### src/hw/mpo_pkg.sv
// Constants shared by the motor PWM output stage
package mpo_pkg;

  localparam int unsigned NUM_CH = 6;
  localparam int unsigned NUM_PAIR = 3;
  localparam int unsigned DUTY_W = 16;
  localparam int unsigned CNT_W = 12;
  localparam int unsigned DT_W = 8;
  localparam int unsigned ADDR_W = 4;
  localparam int unsigned DATA_W = 16;

  // Register offsets (word index on the register port)
  localparam logic [3:0] ADDR_DUTY1 = 4'h0;
  localparam logic [3:0] ADDR_DUTY6 = 4'h5;
  localparam logic [3:0] ADDR_CTRL = 4'h6;
  localparam logic [3:0] ADDR_DEAD = 4'h7;
  localparam logic [3:0] ADDR_MANUAL = 4'h8;
  localparam logic [3:0] ADDR_STATUS = 4'h9;

  // Control register fields
  localparam int unsigned CTRL_ENABLE_BIT = 0;
  localparam int unsigned CTRL_SEPARATE_BIT = 1;
  localparam int unsigned CTRL_MANUAL_BIT = 2;
  localparam int unsigned CTRL_SENSE_LO_BIT = 3;
  localparam int unsigned CTRL_SENSE_HI_BIT = 4;
  localparam int unsigned CTRL_POL_LSB = 5;

  // Status register fields
  localparam int unsigned STAT_SEL_LSB = 0;
  localparam int unsigned STAT_LAT_LSB = 3;
  localparam int unsigned STAT_OUT_LSB = 6;
  localparam int unsigned STAT_LOCK_BIT = 12;

  // Reset values
  localparam logic [15:0] DUTY_RST = 16'h0000;
  localparam logic [7:0] DEAD_RST = 8'hff;
  localparam logic [1:0] SENSE_RST = 2'h0;

  // Saturation limits
  localparam logic [11:0] DUTY_SAT_MAX = 12'hfff;
  localparam logic [11:0] DUTY_SAT_MIN = 12'h000;

  // Sense method codes
  localparam logic [1:0] SENSE_SW0 = 2'h0;
  localparam logic [1:0] SENSE_SW1 = 2'h1;
  localparam logic [1:0] SENSE_DEAD = 2'h2;
  localparam logic [1:0] SENSE_CYCLE = 2'h3;

endpackage

### src/hw/mpo_output_stage.sv
// Motor PWM output stage: saturation, pairing, dead time and pair selection
//
// Behaviour
// - Duty registers are 16-bit signed, compared against a 12-bit counter.
// - Zero or negative duty keeps the channel inactive all period.
// - Duty at or above modulus keeps the channel active all period.
// - 0000-0fff used as is, 1000-7fff clamp to fff, 8000-ffff clamp to 000.
// - A control bit picks six separate channels or three complementary pairs.
// - Complementary pair outputs both come from one selected duty register.
// - Separate mode drives each output from its own duty register.
// - Dead time and top/bottom selection act only in complementary mode.
// - Dead interval is an 8-bit count of clock cycles.
// - Dead interval ignores the prescaler and PWM period.
// - Dead-time input is top generator output, or odd manual bit when manual.
// - Any dead-time input transition forces both pair outputs inactive.
// - Bottom output derives from top and dead time; never both active.
// - Manual complementary: even bits gate bottom relative to odd bits.
// - Sensed current picks which pair duty drives the next period.
// - Sense or polarity low selects the odd (top) duty register.
// - Sense or polarity high selects the even (bottom) duty register.
// - Outputs 1,3,5 top, 2,4,6 bottom; selector n picks register 2n-1 or 2n.
// - Outputs are only active or inactive, never high impedance.
// - Sense method: 00/01 software bits, 10 latch in dead time, 11 per cycle.
// - Polarity bits and latched sense take effect in the following period.
// - At first enable the top duty registers 1,3,5 are used.
//
// The address-and-strobe port and the register addresses were decided locally.
`timescale 1ns/10ps
`default_nettype none

module mpo_output_stage (
  input wire logic sys_clk,
  input wire logic rst,
  input wire logic [mpo_pkg::ADDR_W-1:0] reg_addr,
  input wire logic [mpo_pkg::DATA_W-1:0] reg_wdata,
  input wire logic reg_wr,
  input wire logic reg_rd,
  output logic [mpo_pkg::DATA_W-1:0] reg_rdata,
  input wire logic [mpo_pkg::CNT_W-1:0] tb_count,
  input wire logic [mpo_pkg::CNT_W-1:0] tb_modulus,
  input wire logic tb_period_start,
  input wire logic tb_half_cycle,
  input wire logic tb_edge_aligned,
  input wire logic [mpo_pkg::NUM_PAIR-1:0] phase_current_sense_in,
  output logic [mpo_pkg::NUM_CH-1:0] pwm_out
);
  import mpo_pkg::*;

  typedef struct packed {
    logic [NUM_CH-1:0][DUTY_W-1:0] duty_value_reg;
    logic modulator_enable;
    logic separate_channels_option;
    logic manual_ctl;
    logic sense_method_sel_hi;
    logic sense_method_sel_lo;
    logic [NUM_PAIR-1:0] sw_current_polarity_bit;
    logic [DT_W-1:0] dead_count;
    logic dead_locked;
    logic [NUM_CH-1:0] manual_output_bit;
    logic [NUM_PAIR-1:0] sense_meta;
    logic [NUM_PAIR-1:0] sense_sync;
    logic [NUM_PAIR-1:0] sense_lat;
    logic [NUM_PAIR-1:0] pair_sel;
    logic [NUM_PAIR-1:0] dt_in_prev;
    logic [NUM_PAIR-1:0][DT_W-1:0] dt_cnt;
    logic enable_prev;
    logic [NUM_CH-1:0] out;
    logic [DATA_W-1:0] rdata;
  } mpo_state_s;

  mpo_state_s st_r;
  mpo_state_s st_nxt;
  logic [NUM_CH-1:0] gen;
  logic [NUM_PAIR-1:0] dt_in;
  logic [1:0] method;

  ////////////////////////////////////////////////////////////////////////////
  // Helpers

  // Signed 16-bit value clamped into the 12-bit counter range
  function automatic logic [CNT_W-1:0] mpo_sat(input logic [DUTY_W-1:0] v);
    if (v[DUTY_W-1]) begin
      mpo_sat = DUTY_SAT_MIN;
    end else if (v[DUTY_W-2:CNT_W] != '0) begin
      mpo_sat = DUTY_SAT_MAX;
    end else begin
      mpo_sat = v[CNT_W-1:0];
    end
  endfunction

  // Compare against the counter with full-period corners
  function automatic logic mpo_active(input logic [CNT_W-1:0] d, input logic [CNT_W-1:0] cnt,
                                      input logic [CNT_W-1:0] modulus);
    if (d == DUTY_SAT_MIN) begin
      mpo_active = 1'b0;
    end else if (d >= modulus) begin
      mpo_active = 1'b1;
    end else begin
      mpo_active = (cnt < d);
    end
  endfunction

  ////////////////////////////////////////////////////////////////////////////
  // Next-state logic

  always_comb begin
    st_nxt = st_r;
    method = {st_r.sense_method_sel_hi, st_r.sense_method_sel_lo};

    // Pin synchroniser; only the second stage is read below
    st_nxt.sense_meta = phase_current_sense_in;
    st_nxt.sense_sync = st_r.sense_meta;
    st_nxt.enable_prev = st_r.modulator_enable;

    // Generator outputs; pair selection only matters when paired
    for (int i = 0; i < NUM_CH; i++) begin
      gen[i] = st_r.modulator_enable &&
               mpo_active(mpo_sat(st_r.duty_value_reg[i]), tb_count, tb_modulus);
    end
    for (int p = 0; p < NUM_PAIR; p++) begin
      // Top channel of a pair runs on the chosen odd or even register
      if (!st_r.separate_channels_option) begin
        gen[2*p] = st_r.modulator_enable &&
                   mpo_active(mpo_sat(st_r.duty_value_reg[2*p + int'(st_r.pair_sel[p])]),
                              tb_count, tb_modulus);
      end
    end

    // Dead-time generator inputs
    for (int p = 0; p < NUM_PAIR; p++) begin
      dt_in[p] = st_r.manual_ctl ? st_r.manual_output_bit[2*p] : gen[2*p];
    end

    // Dead-time counters; the count is in clocks, never prescaled cycles
    for (int p = 0; p < NUM_PAIR; p++) begin
      st_nxt.dt_in_prev[p] = dt_in[p];
      if (dt_in[p] != st_r.dt_in_prev[p]) begin
        st_nxt.dt_cnt[p] = st_r.dead_count;
      end else if (st_r.dt_cnt[p] != '0) begin
        st_nxt.dt_cnt[p] = st_r.dt_cnt[p] - 8'h01;
      end
    end

    // Sense latching
    for (int p = 0; p < NUM_PAIR; p++) begin
      if (method == SENSE_DEAD && st_r.dt_cnt[p] != '0) begin
        st_nxt.sense_lat[p] = st_r.sense_sync[p];
      end else if (method == SENSE_CYCLE &&
                   (tb_edge_aligned ? tb_period_start : tb_half_cycle)) begin
        st_nxt.sense_lat[p] = st_r.sense_sync[p];
      end
    end

    // Selection is buffered and changes only at a period start or at first enable
    if (tb_period_start) begin
      st_nxt.pair_sel = (method == SENSE_SW0 || method == SENSE_SW1) ?
                        st_r.sw_current_polarity_bit : st_r.sense_lat;
    end
    if (st_r.modulator_enable && !st_r.enable_prev) begin
      // Nothing sensed yet, so start from the top registers
      st_nxt.pair_sel = '0;
      st_nxt.sense_lat = '0;
    end

    // Output stage; registered so the pins never glitch
    for (int p = 0; p < NUM_PAIR; p++) begin
      if (st_r.separate_channels_option) begin
        st_nxt.out[2*p] = st_r.manual_ctl ? st_r.manual_output_bit[2*p] : gen[2*p];
        st_nxt.out[2*p+1] = st_r.manual_ctl ? st_r.manual_output_bit[2*p+1] : gen[2*p+1];
      end else begin
        st_nxt.out[2*p] = dt_in[p] && st_r.dt_cnt[p] == '0 &&
                          dt_in[p] == st_r.dt_in_prev[p];
        st_nxt.out[2*p+1] = !dt_in[p] && st_r.dt_cnt[p] == '0 &&
                            dt_in[p] == st_r.dt_in_prev[p] &&
                            (st_r.manual_ctl ? st_r.manual_output_bit[2*p+1]
                                             : st_r.modulator_enable);
      end
    end

    // Register writes
    if (reg_wr) begin
      if (reg_addr <= ADDR_DUTY6) begin
        st_nxt.duty_value_reg[reg_addr[2:0]] = reg_wdata;
      end else if (reg_addr == ADDR_CTRL) begin
        st_nxt.modulator_enable = reg_wdata[CTRL_ENABLE_BIT];
        st_nxt.separate_channels_option = reg_wdata[CTRL_SEPARATE_BIT];
        st_nxt.manual_ctl = reg_wdata[CTRL_MANUAL_BIT];
        st_nxt.sense_method_sel_lo = reg_wdata[CTRL_SENSE_LO_BIT];
        st_nxt.sense_method_sel_hi = reg_wdata[CTRL_SENSE_HI_BIT];
        st_nxt.sw_current_polarity_bit = reg_wdata[CTRL_POL_LSB +: NUM_PAIR];
      end else if (reg_addr == ADDR_DEAD && !st_r.dead_locked) begin
        // Write-once guards the drive hardware against stray software
        st_nxt.dead_count = reg_wdata[DT_W-1:0];
        st_nxt.dead_locked = 1'b1;
      end else if (reg_addr == ADDR_MANUAL) begin
        st_nxt.manual_output_bit = reg_wdata[NUM_CH-1:0];
      end
    end

    // Register reads; unmapped addresses read zero
    st_nxt.rdata = '0;
    if (reg_rd) begin
      if (reg_addr <= ADDR_DUTY6) begin
        st_nxt.rdata = st_r.duty_value_reg[reg_addr[2:0]];
      end else if (reg_addr == ADDR_CTRL) begin
        st_nxt.rdata[CTRL_ENABLE_BIT] = st_r.modulator_enable;
        st_nxt.rdata[CTRL_SEPARATE_BIT] = st_r.separate_channels_option;
        st_nxt.rdata[CTRL_MANUAL_BIT] = st_r.manual_ctl;
        st_nxt.rdata[CTRL_SENSE_LO_BIT] = st_r.sense_method_sel_lo;
        st_nxt.rdata[CTRL_SENSE_HI_BIT] = st_r.sense_method_sel_hi;
        st_nxt.rdata[CTRL_POL_LSB +: NUM_PAIR] = st_r.sw_current_polarity_bit;
      end else if (reg_addr == ADDR_DEAD) begin
        st_nxt.rdata[DT_W-1:0] = st_r.dead_count;
      end else if (reg_addr == ADDR_MANUAL) begin
        st_nxt.rdata[NUM_CH-1:0] = st_r.manual_output_bit;
      end else if (reg_addr == ADDR_STATUS) begin
        st_nxt.rdata[STAT_SEL_LSB +: NUM_PAIR] = st_r.pair_sel;
        st_nxt.rdata[STAT_LAT_LSB +: NUM_PAIR] = st_r.sense_lat;
        st_nxt.rdata[STAT_OUT_LSB +: NUM_CH] = st_r.out;
        st_nxt.rdata[STAT_LOCK_BIT] = st_r.dead_locked;
      end
    end
  end

  ////////////////////////////////////////////////////////////////////////////
  // State register

  always_ff @(posedge sys_clk) begin
    if (rst) begin
      st_r <= '0;
      st_r.dead_count <= DEAD_RST;
      st_r.sense_method_sel_hi <= SENSE_RST[1];
      st_r.sense_method_sel_lo <= SENSE_RST[0];
      for (int i = 0; i < NUM_CH; i++) begin
        st_r.duty_value_reg[i] <= DUTY_RST;
      end
    end else begin
      st_r <= st_nxt;
    end
  end

  assign reg_rdata = st_r.rdata;
  assign pwm_out = st_r.out;

  ////////////////////////////////////////////////////////////////////////////
  // Assertions

  property p_pair_exclusive;
    @(posedge sys_clk) disable iff (rst)
    !st_r.separate_channels_option |=> !(pwm_out[0] && pwm_out[1]);
  endproperty
  a_pair_exclusive: assert property (p_pair_exclusive)
    else $error("Top and bottom of pair one active together");

  property p_nonpos_inactive;
    @(posedge sys_clk) disable iff (rst)
    (st_r.separate_channels_option && !st_r.manual_ctl &&
     (st_r.duty_value_reg[1][15] || st_r.duty_value_reg[1] == 16'h0000)) |=> !pwm_out[1];
  endproperty
  a_nonpos_inactive: assert property (p_nonpos_inactive)
    else $error("Channel two active with non-positive duty");

  property p_full_active;
    @(posedge sys_clk) disable iff (rst)
    (st_r.separate_channels_option && !st_r.manual_ctl && st_r.modulator_enable &&
     !st_r.duty_value_reg[3][15] && tb_modulus != 12'h000 &&
     mpo_sat(st_r.duty_value_reg[3]) >= tb_modulus) |=> pwm_out[3];
  endproperty
  a_full_active: assert property (p_full_active)
    else $error("Channel four not active with duty at or above modulus");

  property p_overflow_clamp;
    @(posedge sys_clk) disable iff (rst)
    (st_r.duty_value_reg[2] >= 16'h1000 && st_r.duty_value_reg[2] <= 16'h7fff)
      |-> mpo_sat(st_r.duty_value_reg[2]) == 12'hfff;
  endproperty
  a_overflow_clamp: assert property (p_overflow_clamp)
    else $error("Overflow duty not clamped to full scale");

  property p_dead_both_off;
    @(posedge sys_clk) disable iff (rst)
    (!st_r.separate_channels_option && dt_in[0] != st_r.dt_in_prev[0])
      |=> !pwm_out[0] && !pwm_out[1];
  endproperty
  a_dead_both_off: assert property (p_dead_both_off)
    else $error("Pair one not forced inactive on dead-time input edge");

  property p_dead_load;
    @(posedge sys_clk) disable iff (rst)
    (dt_in[1] != st_r.dt_in_prev[1]) |=> st_r.dt_cnt[1] == $past(st_r.dead_count);
  endproperty
  a_dead_load: assert property (p_dead_load)
    else $error("Dead-time counter not loaded with programmed value");

  property p_sel_held;
    @(posedge sys_clk) disable iff (rst)
    (!tb_period_start && !(st_r.modulator_enable && !st_r.enable_prev))
      |=> $stable(st_r.pair_sel);
  endproperty
  a_sel_held: assert property (p_sel_held)
    else $error("Pair selection changed inside a period");

  property p_sel_from_polarity;
    @(posedge sys_clk) disable iff (rst)
    (tb_period_start && !st_r.sense_method_sel_hi &&
     !(st_r.modulator_enable && !st_r.enable_prev))
      |=> st_r.pair_sel == $past(st_r.sw_current_polarity_bit);
  endproperty
  a_sel_from_polarity: assert property (p_sel_from_polarity)
    else $error("Pair selection does not follow polarity bits");

  property p_first_enable_top;
    @(posedge sys_clk) disable iff (rst)
    (st_r.modulator_enable && !st_r.enable_prev) |=> st_r.pair_sel == 3'h0;
  endproperty
  a_first_enable_top: assert property (p_first_enable_top)
    else $error("Top registers not selected at first enable");

  property p_separate_follow;
    @(posedge sys_clk) disable iff (rst)
    (st_r.separate_channels_option && !st_r.manual_ctl) |=> pwm_out[3] == $past(gen[3]);
  endproperty
  a_separate_follow: assert property (p_separate_follow)
    else $error("Separate channel four does not follow its own register");

  property p_underflow_clamp;
    @(posedge sys_clk) disable iff (rst)
    st_r.duty_value_reg[1][DUTY_W-1] |-> mpo_sat(st_r.duty_value_reg[1]) == DUTY_SAT_MIN;
  endproperty
  a_underflow_clamp: assert property (p_underflow_clamp)
    else $error("Underflow duty not clamped to zero");

  property p_separate_no_select;
    @(posedge sys_clk) disable iff (rst)
    (st_r.separate_channels_option && !st_r.manual_ctl)
      |=> pwm_out[0] == $past(st_r.modulator_enable &&
                              mpo_active(mpo_sat(st_r.duty_value_reg[0]), tb_count, tb_modulus));
  endproperty
  a_separate_no_select: assert property (p_separate_no_select)
    else $error("Separate channel one not driven from its own register");

  property p_dead_countdown;
    @(posedge sys_clk) disable iff (rst)
    (dt_in[2] == st_r.dt_in_prev[2] && st_r.dt_cnt[2] != 8'h00)
      |=> st_r.dt_cnt[2] == $past(st_r.dt_cnt[2]) - 8'h01;
  endproperty
  a_dead_countdown: assert property (p_dead_countdown)
    else $error("Dead-time counter of pair three does not count down");

  property p_manual_bottom_off;
    @(posedge sys_clk) disable iff (rst)
    (!st_r.separate_channels_option && st_r.manual_ctl && st_r.manual_output_bit[2])
      |=> !pwm_out[3];
  endproperty
  a_manual_bottom_off: assert property (p_manual_bottom_off)
    else $error("Manual bottom of pair two active while its top bit is set");

endmodule

`default_nettype wire

### config.mk
export PLATFORM = sky130hd
export DESIGN_NAME = mpo_output_stage
export DESIGN_NICKNAME = d
export VERILOG_FILES = /design/src/hw/mpo_pkg.sv /design/src/hw/mpo_output_stage.sv
export SDC_FILE = /design/constraint.sdc
export NUM_CORES = 1
export LEC_CHECK = 0
export BUFFER_PORTS_ARGS = -buffer_cell sky130_fd_sc_hd__clkbuf_2
export CAP_MARGIN = 30
export CORE_ASPECT_RATIO = 0.7
export CORE_UTILIZATION = 46
export DETAILED_ROUTE_END_ITERATION = 6
export GPL_TIMING_DRIVEN = 0
export PLACE_DENSITY = 0.64
export REMOVE_ABC_BUFFERS = 1
export SETUP_SLACK_MARGIN = 0.05
export SYNTH_ARGS = -nofsm -noshare
export SYNTH_HDL_FRONTEND = slang
export SYNTH_SLANG_ARGS = --single-unit
### constraint.sdc
create_clock -name sys_clk -period 4.6 [get_ports sys_clk]
set_input_delay 0.69 -clock sys_clk [delete_from_list [all_inputs] [get_ports sys_clk]]
set_output_delay 0.69 -clock sys_clk [all_outputs]
set_load 0.01 [all_outputs]
==> results.cfg <==
[critical_path]
reg2reg_depth = 12
crit_buf_inv = 0
crit_path_frequent_cell = o21ai_0
cp.required_ps = 4990
start_kind = flip-flop
path_cells = or3_1 > mux2_2 > o21ai_0 > ha_1 > a2111oi_1 > nor3_1 > o221ai_1 > nor4b_2 > o21ai_0 > and4b_1 > or4_1 > o21ai_1
cp_top_family = simple AND/OR/NAND/NOR gates
slowest_stage = or3_1
cp-end-kind = flip-flop
crit_type = flip-flop to flip-flop
slowest_delay_ps = 580
worstPathArrival_ps = 4770
path_max_fanout = 13
cp_num_cells = 12

[sta]
finalSetupTns_ps = 0
fin_crit_ps = 4380
hold_violations = 0
maxSlewHeadroom = 0.327
clock_skew_ps = 12.4
post-route-period-util = 0.952
worstMarginPinSlew_ps = 1000
setup_viol = 0
slew_violations = 0
fmax_mhz = 228
rsz0062_at_grt = false

[floorplan]
die-width_um = 215
rows = 54
die-area_mm2 = 0.0325
die_h_um = 151
io_pins = 76
start_util = 0.468
coreArea_mm2 = 0.0312

[clocking]
clkTransAtPathRegs_ps = 70
cts_tree = done
cts_root_buffer = clkbuf_16
h-tree-depth = 4
cts_buffers = 17
clock-sinks = 181
clkLatencyLatePin_ps = 450
cts_buffer_depth = 2
cts_setup_buffers = 0
cts_hold_buf = 0

[yosys]
synth_edf_count = 0
synth.area.top_cells = dfxtp_1 25%, ha_1 18%, a21oi_1 6.3%
async_reset_ff_frac = 0
yosysTopAreaCell = dfxtp_1
synth_seq_cells = 181
syn_inst = 1851
synth.cell_area_mm2 = 0.0146
syn_avg_cell_area_um2 = 7.90
ys_warn_count = 0
synth_top_area_frac = 0.248
yosysUniqueCellTypes = 78
synth_seq_area_share = 0.248
synth-main-ff-cell = dfxtp_1

[global_route]
grt_max_degree = 153
antenna_found_initial = 0
gr-total-overflow = 0
grt_pass1_wl_um = 76800
track_usage = 0.314
grt_pass1_vias = 12800

[flow_run]
drv_cap = 0

[detailed_routing]
drt-vias-per-instance = 6.19
drt_iter0_markers = 1744
first_pass_iters = 5
routed_wl_um = 51700
met1_length_um = 23800
topRoutingLayerUsed = met4
vias = 14100
drc = 0
wl_met3_um = 5030
antenna_left = 0
wl_per_cell_um = 22.7
wl_met2_um = 21500

[finish]
drive_above_1_share = 0.127
finalInstanceArea_mm2 = 0.0158
fin_nets = 2107
fillers = 3005
area_growth_pct = 8.31
antenna_cells = 0

[worst_hold_path]
hp-class = flip-flop to flip-flop
holdPathStages = 1

[power_and_ir_drop]
power.leakage_nw = 7.25
power_density_mw_per_mm2 = 299
peakVddDrop_mv = 0.207
power_mw = 4.73

[placed_design]
hpwl_um = 39000
dpl-instance-area_mm2 = 0.0151
port-buffer-count = 75
gp_congestion = 0.952

[status]
outcome = complete, no violations
-- state kept, by name, indices dropped and copies added, names as in the netlist --
| signal | count |
|---|---|
| reg_rdata | 16 |
| pwm_out | 6 |
| st_r | 153 |
| st_nxt | 4 |
| method | 2 |
-- cells in the final DEF, fill, tap and decap left out, types with 8 or more instances in the layout --
| master | n |
|---|---|
| nand2_1 | 220 |
| ha_1 | 210 |
| a21oi_1 | 183 |
| dfxtp_1 | 178 |
| nor2_1 | 157 |
| inv_1 | 128 |
| o21ai_0 | 106 |
| clkbuf_2 | 74 |
| mux2i_1 | 64 |
| or2_2 | 42 |
| mux2_2 | 37 |
| nor3_1 | 36 |
| nor2b_1 | 31 |
| a21o_1 | 26 |
| nand4_1 | 25 |
| nand2b_1 | 23 |
| nand3_1 | 19 |
| a211oi_1 | 17 |
| clkbuf_16 | 17 |
| nor4_1 | 16 |
| o21a_1 | 16 |
| mux4_2 | 16 |
| or3_1 | 15 |
| o211ai_1 | 14 |
| a211o_1 | 12 |
| and3_1 | 8 |
| a221oi_1 | 8 |
| xnor2_1 | 8 |
-- power breakdown --
group	internal (mW)	switching, mW
logic	0.569	0.804
registers	1.67	0.115
clock network	0.840	0.734
total	3.08	1.65
-- final timing paths --
check	slack, ps	end	from
max reg2reg	220	st_r[31]	st_r[145]
min reg2reg	440	st_r[56]	st_nxt[56]
min	440	st_r[56]	st_nxt[56]
max	220	st_r[31]	st_r[145]
-- routing by layer --
metal / vias to the layer above / global-route usage
met5: - / 0
met4: 0 / 0.0950
met3: 90 / 0.0566
met2: 700 / 0.468
met1: 6731 / 0.458
li1: 6559 / -
-- layout make-up --
cell class | count | area, um2 | area share
Sequential cell | 181 | 3630 | 0.229
Tap cell | 420 | 526 | 0.0332
Inverter | 128 | 480 | 0.0304
Multi-Input combinational cell | 1431 | 10100 | 0.635
Clock buffer | 17 | 425 | 0.0269
Timing Repair Buffer | 84 | 505 | 0.0319
Clock inverter | 15 | 214 | 0.0135
-- kinds of logic (layout without fill, tap and decap cells) --
kind of cell               count (synthesis)  after routing  share of synthesized area
DFF                                      181            181                      0.248
AOI/OAI and AO/OA                        456            456                      0.192
adders and majority gates                210            210                      0.180
and+or+nand+nor                          631            631                      0.205
xor gates and xnor gates                  15             15                    0.00899
muxes                                    119            119                     0.0984
buffers and inverters                    239            244                     0.0677
-- metrics by stage --
stage	setup WS (ps)	std cells	hold slack (ps)	utilization
global route	55.3	2276	451	0.507
floorplan	1030	1740	414	-
CTS	101	2275	438	0.506
detailed placement	-173	2243	422	0.485
global placement	-253	2235	420	0.481
finish	221	2276	440	0.507
-- what timing repair did --
| item | in CTS | in global routing |
|---|---|---|
| setup endpoints to repair | 15 | 23 |
| gates cloned | 0 | 0 |
| resized for setup | 3 | 8 |
-- synthesized netlist by cell type (31+ instances only) --
cell type,number
nand2_1,220
ha_1,210
a21oi_1,184
dfxtp_1,181
nor2_1,157
inv_1,128
o21ai_0,106
clkbuf_1,78
mux2i_1,66
or2_2,42
mux2_2,37
nor3_1,37
nor2b_1,31
(Power assumes the default switching activity.)
